==> config.mk <==
export PLATFORM = sky130hd
export DESIGN_NAME = shift_right_extended_unit
export DESIGN_NICKNAME = d
export VERILOG_FILES = /design/src/word_rotate_mask.v /design/src/shift_right_extended_unit.v
export VERILOG_INCLUDE_DIRS = /design/src /design/src/shared
export SDC_FILE = /design/constraint.sdc
export NUM_CORES = 1
export LEC_CHECK = 0
export BUFFER_PORTS_ARGS = -buffer_cell sky130_fd_sc_hd__buf_2
export CORE_MARGIN = 2
export CORE_UTILIZATION = 50
export DETAILED_ROUTE_END_ITERATION = 8
export GPL_ROUTABILITY_DRIVEN = 0
export HOLD_SLACK_MARGIN = 0.03
export PLACE_DENSITY_LB_ADDON = 0.2
export REMOVE_ABC_BUFFERS = 1
export SLEW_MARGIN = 25
export SYNTH_ARGS = -nofsm -noshare
export SYNTH_HDL_FRONTEND = slang
export SYNTH_SLANG_ARGS = --single-unit
==> constraint.sdc <==
create_clock -name core_clk -period 2.43 [get_ports core_clk]
set_clock_uncertainty 0.15 [all_clocks]
set_input_delay 0.486 -clock core_clk [delete_from_list [all_inputs] [get_ports core_clk]]
set_output_delay 0.486 -clock core_clk [all_outputs]
set_load 0.01 [all_outputs]
==> src/shared/shift_right_ext_consts.vh <==
// constants for the right-shift datapath: opcodes, fields, offsets, resets
`ifndef SHIFT_RIGHT_EXT_CONSTS_VH
`define SHIFT_RIGHT_EXT_CONSTS_VH

// primary and extended opcodes
`define PRIMARY_OPC_SHIFTS   6'h1f
`define EXT_OPC_DWORD_SRL    10'h21b
`define EXT_OPC_EXT_PLAIN    10'h299
`define EXT_OPC_EXT_ALG      10'h399
`define EXT_OPC_EXT_MERGE    10'h2d9

// instruction field positions, lsb-first numbering of a 32-bit word
`define FLD_PRIMARY_HI       31
`define FLD_PRIMARY_LO       26
`define FLD_TARGET_HI        20
`define FLD_TARGET_LO        16
`define FLD_EXT_OPC_HI       10
`define FLD_EXT_OPC_LO       1
`define FLD_RECORD           0

// shift amount fields inside the shift-amount operand, and the source word sign bit
`define AMT7_HI              6
`define AMT6_HI              5
`define AMT5_HI              4
`define WORD_SIGN_BIT        31

// register port offsets
`define OFS_AUX_REG          4'h0
`define OFS_CTRL             4'h1
`define OFS_STATUS           4'h2

// control register fields
`define CTRL_IMPL64_BIT      0
`define CTRL_LEGACY_BIT      1

// status register fields
`define STAT_CR0_HI          3
`define STAT_CR0_LO          0
`define STAT_CARRY_BIT       4
`define STAT_ILLEGAL_BIT     5

// reset values
`define RST_AUX_REG          32'h0000_0000
`define RST_CTRL             2'h3
`define RST_CR0              4'h0

`endif

==> src/word_rotate_mask.v <==
// right-rotate of a word plus the matching right-shift mask

module word_rotate_mask #(
   parameter W  = 32,
   parameter AW = 5
) (
   // operand
   input  wire [W-1:0]  word_in,
   input  wire [AW-1:0] amount,
   // results
   output wire [W-1:0]  rotated,
   output wire [W-1:0]  mask
);

   // doubled word lets a plain shift express the rotation
   wire [2*W-1:0] doubled;
   wire [2*W-1:0] doubled_sh;
   wire [W-1:0]   ones;

   assign doubled    = {word_in, word_in};
   assign doubled_sh = doubled >> amount;

   // left rotate by W-N equals right rotate by N
   assign rotated = doubled_sh[W-1:0];

   // N zeros on top, W-N ones below
   assign ones = {W{1'b1}};
   assign mask = ones >> amount;

endmodule // word_rotate_mask

==> src/shift_right_extended_unit.v <==
// right-shift datapath: doubleword logical shift and extended word shifts
//
// The plain strobed port and the address map were chosen for this implementation.
`include "shift_right_ext_consts.vh"

// Behaviour
// [RULE_01] doubleword shift: 64-bit source right by low seven amount bits
// [RULE_02] bits shifted out are lost; vacated high bits fill with zero
// [RULE_03] amounts 64 to 127 give an all-zero doubleword result
// [RULE_04] doubleword record form sets condition field zero, else it holds
// [RULE_05] doubleword shift only on 64-bit implementation, else illegal
// [RULE_06] plain extended: aux gets rotated word, target rotated AND mask
// [RULE_07] mask is N zeros on top followed by 32-N ones
// [RULE_08] plain and merging extended shifts never touch the carry bit
// [RULE_09] extended record forms set condition field zero from target result
// [RULE_10] algebraic extended: rotate, store to aux, merge with sign word
// [RULE_11] sign word replicates source word sign bit across 32 positions
// [RULE_12] algebraic carry is OR of rotated AND NOT mask, ANDed with sign
// [RULE_13] merging extended: merge with previous aux, then aux gets rotated
// [RULE_14] extended shifts accepted only when older family mode is enabled
// [RULE_15] mask ones take rotated bits, mask zeros take the other operand
// [RULE_16] decode primary 31, extended 665/921/729, fields and record bit
module shift_right_extended_unit #(
   parameter DW     = 64,
   parameter WW     = 32,
   parameter ADDR_W = 4
) (
   // clock, reset, enable
   input  wire              core_clk,
   input  wire              rst_b,
   input  wire              clk_en,
   // issue from decoder and register file
   input  wire              issue_valid,
   input  wire [31:0]       instr_word,
   input  wire [DW-1:0]     source_val,
   input  wire [DW-1:0]     shift_amount_val,
   input  wire              so_in,
   // register port
   input  wire [ADDR_W-1:0] reg_addr,
   input  wire [WW-1:0]     reg_wdata,
   input  wire              reg_wr,
   input  wire              reg_rd,
   output reg  [WW-1:0]     reg_rdata_ff,
   // write-back
   output reg               done_ff,
   output reg               illegal_ff,
   output reg               target_we_ff,
   output reg  [4:0]        target_gpr_idx_ff,
   output reg  [DW-1:0]     target_value_ff,
   output reg               cr0_we_ff,
   output reg  [3:0]        condition_field_zero_ff,
   output reg               carry_we_ff,
   output reg               shift_out_flag_ff,
   output reg  [WW-1:0]     multiply_quotient_aux_reg_ff
);

   // operation codes
   localparam [2:0] OP_NONE  = 3'h0;
   localparam [2:0] OP_DSRL  = 3'h1;
   localparam [2:0] OP_PLAIN = 3'h2;
   localparam [2:0] OP_ALG   = 3'h3;
   localparam [2:0] OP_MERGE = 3'h4;

   // control and status state
   reg  [1:0]      ctrl_ff;
   reg  [1:0]      nxt_ctrl;
   reg             illegal_seen_ff;
   reg             nxt_illegal_seen;

   // decode fields
   wire [5:0]      primary;
   wire [9:0]      ext_opc;
   wire            record_flag;
   wire [4:0]      target_idx;
   wire            impl64;
   wire            legacy_en;
   reg  [2:0]      op_sel;

   // datapath wires
   wire [WW-1:0]   src_word;
   wire [WW-1:0]   rot_w;
   wire [WW-1:0]   mask_w;
   wire [WW-1:0]   sign_word;
   wire [WW-1:0]   plain_res;
   wire [WW-1:0]   alg_res;
   wire [WW-1:0]   merge_res;
   wire            alg_carry;
   wire [DW-1:0]   dsrl_res;
   wire [DW-1:0]   dsrl_shift;

   // next values of the write-back registers
   reg             nxt_done;
   reg             nxt_illegal;
   reg             nxt_target_we;
   reg  [DW-1:0]   nxt_target_value;
   reg             nxt_cr0_we;
   reg  [3:0]      nxt_cr0;
   reg             nxt_carry_we;
   reg             nxt_carry;
   reg  [WW-1:0]   nxt_aux;
   reg  [WW-1:0]   nxt_rdata;
   reg  [WW-1:0]   word_res;
   reg             use_word;

   // instruction fields, big-endian positions mapped to lsb-first
   assign primary     = instr_word[`FLD_PRIMARY_HI:`FLD_PRIMARY_LO]; // RULE_16
   assign ext_opc     = instr_word[`FLD_EXT_OPC_HI:`FLD_EXT_OPC_LO]; // RULE_16
   assign record_flag = instr_word[`FLD_RECORD]; // RULE_16
   assign target_idx  = instr_word[`FLD_TARGET_HI:`FLD_TARGET_LO]; // RULE_16

   assign impl64    = ctrl_ff[`CTRL_IMPL64_BIT];
   assign legacy_en = ctrl_ff[`CTRL_LEGACY_BIT];

   // opcode decode; unknown opcodes are simply not claimed
   always @* begin
      op_sel = OP_NONE;
      if (issue_valid && primary == `PRIMARY_OPC_SHIFTS) begin // RULE_16
         case (ext_opc)
            `EXT_OPC_DWORD_SRL: op_sel = OP_DSRL;
            `EXT_OPC_EXT_PLAIN: op_sel = OP_PLAIN; // RULE_16
            `EXT_OPC_EXT_ALG:   op_sel = OP_ALG; // RULE_16
            `EXT_OPC_EXT_MERGE: op_sel = OP_MERGE; // RULE_16
            default:            op_sel = OP_NONE;
         endcase
      end
   end

   // shared rotator and mask; amount is the low five bits of the operand
   assign src_word = source_val[WW-1:0];

   word_rotate_mask #(
      .W  (WW),
      .AW (5)
   ) word_rotate_mask_inst (
      .word_in (src_word),
      .amount  (shift_amount_val[`AMT5_HI:0]),
      .rotated (rot_w), // RULE_06
      .mask    (mask_w) // RULE_07
   );

   // sign word is all copies of the word's top bit
   assign sign_word = {WW{src_word[`WORD_SIGN_BIT]}}; // RULE_11

   // mask-controlled merges: ones pick rotated bits
   assign plain_res = rot_w & mask_w; // RULE_06
   assign alg_res   = (rot_w & mask_w) | (sign_word & ~mask_w); // RULE_15
   assign merge_res = (rot_w & mask_w) |
                      (multiply_quotient_aux_reg_ff & ~mask_w); // RULE_13

   // carry only when a negative source loses one bits
   assign alg_carry = (|(rot_w & ~mask_w)) &
                      src_word[`WORD_SIGN_BIT]; // RULE_12

   // doubleword logical shift; top amount bit forces zero
   assign dsrl_shift = source_val >> shift_amount_val[`AMT6_HI:0]; // RULE_02
   assign dsrl_res   = shift_amount_val[`AMT7_HI] ? {DW{1'b0}} // RULE_03
                                                  : dsrl_shift; // RULE_01

   // result steering and flag computation
   always @* begin
      nxt_done         = 1'b0;
      nxt_illegal      = 1'b0;
      nxt_target_we    = 1'b0;
      nxt_target_value = target_value_ff;
      nxt_cr0_we       = 1'b0;
      nxt_cr0          = condition_field_zero_ff;
      nxt_carry_we     = 1'b0;
      nxt_carry        = shift_out_flag_ff;
      nxt_aux          = multiply_quotient_aux_reg_ff;
      word_res         = {WW{1'b0}};
      use_word         = 1'b0;

      // software load of the aux register; an executing extended shift overrides it
      if (reg_wr && reg_addr == `OFS_AUX_REG) begin
         nxt_aux = reg_wdata;
      end

      case (op_sel)
         OP_DSRL: begin
            nxt_done = 1'b1;
            if (!impl64) begin
               nxt_illegal = 1'b1; // RULE_05
            end else begin
               nxt_target_we    = 1'b1;
               nxt_target_value = dsrl_res; // RULE_01
               if (record_flag) begin
                  nxt_cr0_we = 1'b1; // RULE_04
                  nxt_cr0    = cr0_of64(dsrl_res, so_in); // RULE_04
               end
            end
         end
         OP_PLAIN: begin
            nxt_done = 1'b1;
            if (!legacy_en) begin
               nxt_illegal = 1'b1; // RULE_14
            end else begin
               word_res = plain_res; // RULE_06
               use_word = 1'b1;
               nxt_aux  = rot_w; // RULE_06
            end
         end
         OP_ALG: begin
            nxt_done = 1'b1;
            if (!legacy_en) begin
               nxt_illegal = 1'b1; // RULE_14
            end else begin
               word_res     = alg_res; // RULE_10
               use_word     = 1'b1;
               nxt_aux      = rot_w; // RULE_10
               nxt_carry_we = 1'b1; // RULE_12
               nxt_carry    = alg_carry; // RULE_12
            end
         end
         OP_MERGE: begin
            nxt_done = 1'b1;
            if (!legacy_en) begin
               nxt_illegal = 1'b1; // RULE_14
            end else begin
               // merge reads the old aux value before it is replaced
               word_res = merge_res; // RULE_13
               use_word = 1'b1;
               nxt_aux  = rot_w; // RULE_13
            end
         end
         default: begin
            nxt_done = 1'b0;
         end
      endcase

      // word forms: zero upper half, carry untouched unless algebraic
      if (use_word) begin
         nxt_target_we    = 1'b1;
         nxt_target_value = {{(DW-WW){1'b0}}, word_res};
         if (record_flag) begin
            nxt_cr0_we = 1'b1; // RULE_09
            nxt_cr0    = cr0_of32(word_res, so_in); // RULE_09
         end
      end
   end

   // condition bits from a doubleword: negative, positive, zero, summary
   function [3:0] cr0_of64;
      input [DW-1:0] val;
      input          so;
      reg            neg;
      reg            zero;
      begin
         neg      = val[DW-1];
         zero     = (val == {DW{1'b0}});
         cr0_of64 = {neg, ~neg & ~zero, zero, so};
      end
   endfunction

   // same, judged on a signed word since these results are 32-bit
   function [3:0] cr0_of32;
      input [WW-1:0] val;
      input          so;
      reg            neg;
      reg            zero;
      begin
         neg      = val[WW-1];
         zero     = (val == {WW{1'b0}});
         cr0_of32 = {neg, ~neg & ~zero, zero, so};
      end
   endfunction

   // control register and sticky illegal marker
   always @* begin
      nxt_ctrl         = ctrl_ff;
      nxt_illegal_seen = illegal_seen_ff | nxt_illegal;
      if (reg_wr && reg_addr == `OFS_CTRL) begin
         nxt_ctrl = reg_wdata[1:0];
      end
      // a new illegal event wins over a clear in the same cycle
      if (reg_wr && reg_addr == `OFS_STATUS &&
          reg_wdata[`STAT_ILLEGAL_BIT]) begin
         nxt_illegal_seen = nxt_illegal;
      end
   end

   // read mux; unmapped offsets read as zero
   always @* begin
      nxt_rdata = {WW{1'b0}};
      if (reg_rd) begin
         case (reg_addr)
            `OFS_AUX_REG: nxt_rdata = multiply_quotient_aux_reg_ff;
            `OFS_CTRL:    nxt_rdata = {{(WW-2){1'b0}}, ctrl_ff};
            `OFS_STATUS:  nxt_rdata = {{(WW-6){1'b0}}, illegal_seen_ff,
                                       shift_out_flag_ff,
                                       condition_field_zero_ff};
            default:      nxt_rdata = {WW{1'b0}};
         endcase
      end
   end

   // all state; clk_en low freezes everything
   always @(posedge core_clk or negedge rst_b) begin
      if (!rst_b) begin
         ctrl_ff                      <= `RST_CTRL;
         illegal_seen_ff              <= 1'b0;
         reg_rdata_ff                 <= {WW{1'b0}};
         done_ff                      <= 1'b0;
         illegal_ff                   <= 1'b0;
         target_we_ff                 <= 1'b0;
         target_gpr_idx_ff            <= 5'h00;
         target_value_ff              <= {DW{1'b0}};
         cr0_we_ff                    <= 1'b0;
         condition_field_zero_ff      <= `RST_CR0;
         carry_we_ff                  <= 1'b0;
         shift_out_flag_ff            <= 1'b0;
         multiply_quotient_aux_reg_ff <= `RST_AUX_REG;
      end else if (clk_en) begin
         ctrl_ff                      <= nxt_ctrl;
         illegal_seen_ff              <= nxt_illegal_seen;
         reg_rdata_ff                 <= nxt_rdata;
         done_ff                      <= nxt_done;
         illegal_ff                   <= nxt_illegal;
         target_we_ff                 <= nxt_target_we;
         if (nxt_done) begin
            target_gpr_idx_ff <= target_idx; // RULE_16
         end
         target_value_ff              <= nxt_target_value;
         cr0_we_ff                    <= nxt_cr0_we;
         condition_field_zero_ff      <= nxt_cr0; // RULE_04
         carry_we_ff                  <= nxt_carry_we; // RULE_08
         shift_out_flag_ff            <= nxt_carry; // RULE_08
         multiply_quotient_aux_reg_ff <= nxt_aux;
      end
   end

endmodule // shift_right_extended_unit

==> impl_results.md, run 1 <==
- GRT worst endpoint: condition_field_zero_ff[2]$_DFFE_PN0P_/D
- Ys async rst share: 100%
- Cells after synthesis: approximately 1500
- Number of library cell types mapped by synthesis: 82
- CTS max path bufs: 2
- Ys Warns: 0
- Dpl cells: about 2500
- Post-synth top flop: dfrtp_1
- Starting density of the core: between 50 and 60%
- All-Layer GR Usage: between 70% and 80%
- Synth cell count leaders: 169 x nand2_1, 147 x nor2_1, 144 x dfrtp_1
- H-tree depth: 4
- Post-synth EDFFs: 0
- Setup WS pre-CTS: -1750 ps
- Die Ht: approximately 170 um
- Outcome: did not finish
- Sequential share of the synthesized area: 27.2%
- Mean Syn Cell Area: between 9 and 10 sq um
- Number of buffers created by CTS: 17
- Row count: between 50 and 60
- WEP type: register input
- Post-synthesis cell area: between 10000 and 15000 sq um
- DP Wirelength: between 50000 and 60000 um
- Die X: between 150 and 200 um
- Leading area contributor after synthesis: dfrtp_1
- Io pins: roughly 350
- Err: [ERROR GRT-0232] Routing congestion too high. Check the congestion heatmap in the GUI.
- Remaining global-route overflow: 4
- Area share of the largest cell type after synthesis: 26.8%
- Input/output buffers: around 280
- Synthesis-stage register bit count: between 100 and 150
- Area contributors post-synth: dfrtp_1 27%, mux4_2 13%, mux2i_1 6.2%
- Root buf cell: clkbuf_16
- Largest net degree at the start of global routing: 54
- Sink Count: approximately 150
- Top-count cell post-synth: nand2_1
- Exit stage: 5_1_grt
## layer usage
layer / GRT overflow / global-route usage [%]
met1: 0 / 73.6
met2: 1 / 88.0
met3: 1 / 59.4
met4: 2 / 72.1
met5: 0 / 35.3
## timing repair
item / in CTS
setup buffers: 36
resized for setup: 310
hold buffers: 1
setup endpoints to repair: 95
pin swaps: 61
gates cloned: 3
endpoints found under the hold margin: 47
## cells by family after synthesis
group,count (synthesis),synth area share [%]
DFF,146,27.2
AOI/OAI and AO/OA,487,24.4
muxes,244,27.8
buffers and inverters,149,5.00
and+or+nand+nor,458,15.6
## stage by stage
| step | setup TNS [ps] | util [%] | hold slack, ps | cell area [sq um] |
|---|---|---|---|---|
| 2_1_floorplan | -294790 | - | 40.4 | 12800 |
| 3_3_place_gp | -70550 | 72.6 | 308 | 19000 |
| 3_5_place_dp | -77690 | 72.6 | 316 | 19000 |
| 4_1_cts | -5490 | 80.5 | 106 | 21100 |
==> inputs of run 2 (changes only) <==
--- a/config.mk
+++ b/config.mk
@@ -8,11 +8,10 @@
 export LEC_CHECK = 0
 export BUFFER_PORTS_ARGS = -buffer_cell sky130_fd_sc_hd__buf_2
 export CORE_MARGIN = 2
-export CORE_UTILIZATION = 50
+export CORE_UTILIZATION = 40
 export DETAILED_ROUTE_END_ITERATION = 8
 export GPL_ROUTABILITY_DRIVEN = 0
-export HOLD_SLACK_MARGIN = 0.03
-export PLACE_DENSITY_LB_ADDON = 0.2
+export PLACE_DENSITY_LB_ADDON = 0.15
 export REMOVE_ABC_BUFFERS = 1
 export SLEW_MARGIN = 25
 export SYNTH_ARGS = -nofsm -noshare
==> constraint.sdc (replaced) <==
create_clock -name core_clk -period 3.2 [get_ports core_clk]
set_clock_uncertainty 0.15 [all_clocks]
set_input_delay 0.64 -clock core_clk [delete_from_list [all_inputs] [get_ports core_clk]]
set_output_delay 0.64 -clock core_clk [all_outputs]
set_load 0.01 [all_outputs]
==> impl_results.md, run 2 <==
- Largest net degree at the start of global routing: 88
- All-Layer GR Usage: approximately 37%
- Final Hold Vio Count: 0
- CTS clk-pin slew, worst paths: 60 ps
- Remaining global-route overflow: 0
- Ys async rst share: 100% (unchanged)
- Outcome: finished with violations
- CTS tree: yes
- Drt total wl: between 60000 and 70000 um
- Number of buffers created by CTS: 17 (unchanged)
- Layout cells sized above 1: between 50 and 60%
- Mean Syn Cell Area: 9.05 sq um (unchanged)
- Slew @ Worst Pin: approximately 910 ps
- Layout Nets: ~2500
- Synth cell count leaders: 169 x nand2_1, 147 x nor2_1, 144 x dfrtp_1
- Hold Path Class: in -> async
- PwrDens: between 300 and 400 nW/um^2
- Layout Area Growth over Synthesis: 54.6%
- Tmin final: between 3000 and 4000 ps
- Starting density of the core: 40.3% (-11 points)
- Residual DRC: 0
- Post-synth top flop: dfrtp_1
- Sink Count: 146 (unchanged)
- Synthesis-stage register bit count: 146 (unchanged)
- Failing checks: setup timing
- Post-synthesis cell area: 13400 sq um (unchanged)
- Antenna violations before repair: 0
- Critical path origin: shift_amount_val[1]
- Unrepaired setup endpoints after global routing: yes
- Area of the multi-input gates: roughly 9600 sq um
- Area share of the largest cell type after synthesis: 26.8% (unchanged)
- Via/cell ratio: ~6.2
- CTS max path bufs: 2 (unchanged)
- Post-route ant nets: 0
- Crit path launch type: input port
- Finish-stage setup viols: 2
- Setup WS pre-CTS: -1030 ps (+722 ps)
- Crit path top cell by count: buf_4
- Max FO, Critical Path: 9
- H-tree depth: 4 (unchanged)
- Met1 usage: around half
- Final Cycle Share: 105%
- Max Slew Vio Count: 0
- Post-CTS Hold Fix Bufs: 0 (-1)
- Most flop-heavy register: target_value_ff
- M2 GR Usage: 55.3%
- Commonest non-fill, non-tap cell in the layout: buf_4
- Vias: 17000
- Max VDD drop: 0.281 mV
- CP peak stage delay: a little over 600 ps
- Input/output buffers: 278 (unchanged)
- Leading area contributor after synthesis: dfrtp_1
- TNS Setup: -335 ps
- DRT iter0 DRCs: ~2100
- Vias in the first global route: roughly 16000
- Fmax: 297 MHz
- Grt peak-use layer: met2
- Crit path cell chain: buf_16, buf_12, mux4_1, buf_4, o221a_2, a2111oi_0, buf_4, o31a_1, nand4_1, nor4_4, a311o_1, o211ai_1
- Die Ht: 187 um (+12%)
- # fillers: between 2000 and 3000
- Worst slew margin: between 30% and 40%
- Max reg flops: 64
- Register area: roughly 3700 sq um
- R2R Path Start: ctrl_ff[1]
- Row count: 67 (+14%)
- Final core utilization: approximately 62%
- Worst setup EP type: register
- Met3 GRT Util: under 10%
- Ys Warns: 0 (unchanged)
- Top-count cell post-synth: nand2_1
- CP Class: in -> reg
- Worst skew pair latency: 440 ps
- Io pins: 346 (unchanged)
- Area contributors post-synth: dfrtp_1 27%, mux4_2 13%, mux2i_1 6.2%
- Sequential share of the synthesized area: 27.2% (unchanged)
- Die X: 187 um (+12%)
- Core area: about 33000 sq um
- 1st-pass router iterations: 7
- Crit path max-delay cell type: mux4_1
- Lkg Pwr: 0.0101 uW
- Top flop regs: target_value_ff (64), multiply_quotient_aux_reg_ff (32), reg_rdata_ff (32)
- Root buf cell: clkbuf_16
- Cells after synthesis: 1484 (unchanged)
- WP data required: 3360 ps
- Commonest cells after routing, fill and taps aside: 573 x buf_4, 274 x buf_2, 168 x nand2_1
- DP Wirelength: 52600 um (+4.5%)
- Max_cap viols: 0
- Number of library cell types mapped by synthesis: 82 (unchanged)
- Post-synth EDFFs: 0 (unchanged)
- Post-route setup slack: -172 ps
- Routed len/inst: 24.1 um
- Die area: approximately 35000 sq um
- Arr. time, crit path: 3530 ps
- First-pass GRT wire length: between 90000 and 100000 um
-- run 2: area by class of cell --
| type | count | share of cell area [%] |
|---|---|---|
| clock buffers | 20 | 2.15 |
| repair buffers | 885 | 30.6 |
| flip-flops and latches | 146 | 17.6 |
| diodes | 1 | 0.0121 |
| inverters | 16 | 0.295 |
| well taps | 448 | 2.70 |
| multi-input cells | 1189 | 46.0 |
| clock inverters | 12 | 0.627 |
-- run 2: routing by layer --
| layer | routed length [um] | up-vias |
|---|---|---|
| met5 | 0 | - |
| met4 | 3850 | 0 |
| met3 | 7320 | 282 |
| met2 | 28300 | 1273 |
| met1 | 26100 | 8094 |
| li1 | - | 7312 |
-- run 2: critical path, delay by kind of cell --
| family | cells | cell delay [ps] |
|---|---|---|
| AOI/OAI and AO/OA | 5 | 1210 |
| buffers and inverters | 4 | 630 |
| and+or+nand+nor | 2 | 440 |
| muxes | 1 | 610 |
-- run 2: where the power goes --
group | internal (uW) | switching (uW)
registers | 1950 | 161
logic | 1520 | 1620
clock network | 1170 | 829
-- run 2: worst paths after layout --
path / to / slack (ps) / cells past startpoint
hold reg to reg: target_value_ff[0] / 320 / 2
min in group core_clk: condition_field_zero_ff[0] / 270 / 3
setup / recovery: condition_field_zero_ff[2] / -170 / 12
max in group asynchronous: reg_rdata_ff[13] / 2010 / 2
setup reg to reg: condition_field_zero_ff[2] / 240 / 10
hold / removal: multiply_quotient_aux_reg_ff[7] / 90 / 1
-- run 2: kinds of logic (layout without fill, tap and decap cells) --
kind of cell	count (synthesis)	count (layout)	share of synthesized area [%]
DFF	146	146	27.2
other	0	1	0
muxes	244	244	27.8
AOI/OAI and AO/OA	487	487	24.4
and+or+nand+nor	458	458	15.6
buffers and inverters	149	933	5.00
-- run 2: repair_timing --
item,CTS,global route
setup endpoints to repair,13,7
cloned,4,0
resized for setup,107,21
hold endpoints to repair,0,0
setup buffers,28,1
pin swaps,31,6
-- run 2: metrics by stage --
| stage | power [uW] | instance area [sq um] | hold WS (ps) | cells |
|---|---|---|---|---|
| after floorplan | 3230 | 12800 | 194 | 1351 |
| after global placement | 4940 | 19300 | 312 | 2651 |
| after detailed placement | 4980 | 19300 | 315 | 2651 |
| after CTS | 7150 | 20700 | 123 | 2715 |
| after global routing | 7510 | 20800 | 143 | 2716 |
| final | 7260 | 20800 | 91.5 | 2717 |
No activity file was read; power rests on OpenSTA's default activity.
==> inputs of run 3 (changes only) <==
==> constraint.sdc (replaced) <==
create_clock -name core_clk -period 3.2 [get_ports core_clk]
set_clock_uncertainty 0.15 [all_clocks]
set_input_delay 0.48 -clock core_clk [delete_from_list [all_inputs] [get_ports core_clk]]
set_output_delay 0.48 -clock core_clk [all_outputs]
set_load 0.01 [all_outputs]
==> impl_results.md, run 3 (same netlist as run 2, synthesis figures left out) <==
- DP Wirelength: 51200 um (-2.6%)
- Crit path top cell by count: mux4_2
- Commonest non-fill, non-tap cell in the layout: buf_4
- Remaining global-route overflow: 0 (unchanged)
- Core area: 33300 sq um (unchanged)
- PwrDens: 362 nW/um^2 (+3.4%)
- Starting density of the core: 40.3% (unchanged)
- Root buf cell: clkbuf_16
- WP data required: 3350 ps (about the same)
- Largest net degree at the start of global routing: 65 (-26%)
- Critical path origin: shift_amount_val[1]
- Placed instance area: 18900 sq um (-2.2%)
- Die area: 35000 sq um (unchanged)
- DRT iter0 DRCs: 2054 (-4.2%)
- Outcome: finished with violations
- Max VDD drop: 0.334 mV (+19%)
- Via/cell ratio: 6.30 (+0.90%)
- Max reg flops: 64 (unchanged)
- Crit path launch type: input port
- Commonest cells after routing, fill and taps aside: 515 x buf_4, 274 x buf_2, 168 x nand2_1
- CTS max path bufs: 2 (unchanged)
- Layout cells sized above 1: 48.0% (-2.7 points)
- Routed len/inst: 24.1 um (about the same)
- Layout Nets: 2391 (-2.7%)
- Lkg Pwr: 0.00970 uW (-3.6%)
- H-tree depth: 4 (unchanged)
- Antenna violations before repair: 0 (unchanged)
- First-pass GRT wire length: 96500 um (-2.8%)
- Most flop-heavy register: target_value_ff
- WHS: 119 ps (+27.8 ps)
- CTS clk-pin slew, worst paths: 60 ps (about the same)
- 1st-pass router iterations: 6 (-1)
- Max Slew Vio Count: 0 (unchanged)
- Worst slew margin: 44.6% (+5.6 points)
- Max FO, Critical Path: 5 (-4)
- Reg-to-reg endpoint: target_value_ff[10]
- Arr. time, crit path: 3420 ps (-110 ps)
- Slew @ Worst Pin: 826 ps (-84.1 ps)
- Fmax: 305 MHz (+2.9%)
- CTS tree: yes
- CP peak stage delay: 530 ps (-80 ps)
- Design area: 20000 sq um (-3.4%)
- Die X: 187 um (unchanged)
- Top flop regs: target_value_ff (64), multiply_quotient_aux_reg_ff (32), reg_rdata_ff (32)
- CP bufs+invs: 2 (-2)
- Max_cap viols: 0 (unchanged)
- Finish-stage setup viols: 2 (unchanged)
- Worst setup EP type: register
- Failing checks: setup timing
- All-Layer GR Usage: 35.6% (-1.3 points)
- Critical Path Sink: condition_field_zero_ff[2]
- Worst skew pair latency: 430 ps (about the same)
- Unrepaired setup endpoints after global routing: yes
- Io pins: 346 (unchanged)
- CP Class: in -> reg
- Final Cycle Share: 102% (-3.0 points)
- Die Ht: 187 um (unchanged)
- Worst path depth: 11 (-1)
- Drt total wl: 63800 um (-2.6%)
- Flop2flop setup slack: 210 ps (-30 ps)
- # diodes: 0 (-1)
- Number of buffers created by CTS: 17 (unchanged)
- Residual DRC: 0 (unchanged)
- Post-route ant nets: 0 (unchanged)
- Hold Path Class: in -> reg
- Post-route setup slack: -75.7 ps (+96.5 ps)
- Vias in the first global route: 16100 (-1.3%)
- Worst path top cell family by delay: multiplexers
- Reg2Reg Depth: 8 (-2)
- Crit path cell chain: buf_16, buf_6, mux4_2, mux2_4, mux4_2, a2bb2oi_4, o31ai_1, or3_1, nor4_4, a311o_1, o211ai_1
- Tmin final: 3280 ps (-96.5 ps)
- Crit path max-delay cell type: mux4_2
- Input/output buffers: 278 (unchanged)
- Layout Area Growth over Synthesis: 49.3%
- Vias: 16700 (-1.6%)
- Sink Count: 146 (unchanged)
- Final Hold Vio Count: 0 (unchanged)
- Row count: 67 (unchanged)
- R2R Path Start: ctrl_ff[1]
run 3: cell count changes in the layout (fill, tap and decap cells not counted), sizes merged:
cell,previous run,this run
inv,18,17
buf,884,815
dlygate4sd3,0,1
bufinv,2,4
bufbuf,1,0
diode,1,0
clkbuf,20,21
run 3: area by class of cell:
cell class,count,area [sq um]
fill,2973,13200
multi-input combinational,1189,9380
timing repair buffer,818,5770
sequential,146,3660
tap,448,561
clock buffer,19,433
clock inverter,13,185
inverter,16,61.3
run 3: through the flow:
stage               utilization, %  cells  worst slack [ps]  setup TNS (ps)  total power, uW
floorplan                        -   1351             -2300         -208450             3230
global placement              56.8   2599              -803           -8560             4890
detailed placement            56.8   2599              -886          -10570             4920
CTS                           59.7   2644              2.94               0             7140
global route                  60.2   2649              -117            -222             7500
finish                        60.2   2649             -75.7            -138             7250
run 3: worst min-delay path by stage:
stage | startpoint | to | slack [ps] | cells after the start
4_1_cts | so_in | condition_field_zero_ff[0] | 90 | 3
5_1_grt | so_in | condition_field_zero_ff[0] | 130 | 3
2_1_floorplan | rst_b | carry_we_ff | 30 | 0
6_report | so_in | condition_field_zero_ff[0] | 120 | 3
3_3_place_gp | target_value_ff[6] | target_value_ff[6] | 310 | 2
3_5_place_dp | target_value_ff[3] | target_value_ff[3] | 310 | 1
run 3: power breakdown:
part | switching (uW) | internal (uW)
combinational | 1580 | 1450
clock | 803 | 1310
sequential | 157 | 1950
run 3: worst reg2reg max path, delay by kind of cell, from the launching register on:
kind / cells / cell delay [ps]
AO/OA/AOI/OAI: 2 / 340
buffers and inverters: 2 / 430
flip-flops: 1 / 600
multiplexers: 1 / 250
AND/OR/NAND/NOR: 3 / 1120
run 3: what timing repair did:
item,CTS,global route
gates cloned,1,2
setup endpoints to repair,5,3
buffers inserted,11,3
pin swaps,17,10
hold buffers,1,0
endpoints found under the hold margin,58,0
gates resized for setup,61,22
run 3: layer usage:
metal	up-vias	share of wire (%)	global-route usage, %
li1	7190	-	-
met1	7987	40	48.7
met2	1246	44	54.1
met3	263	11	7.47
met4	0	5.4	16.6
met5	-	0	0
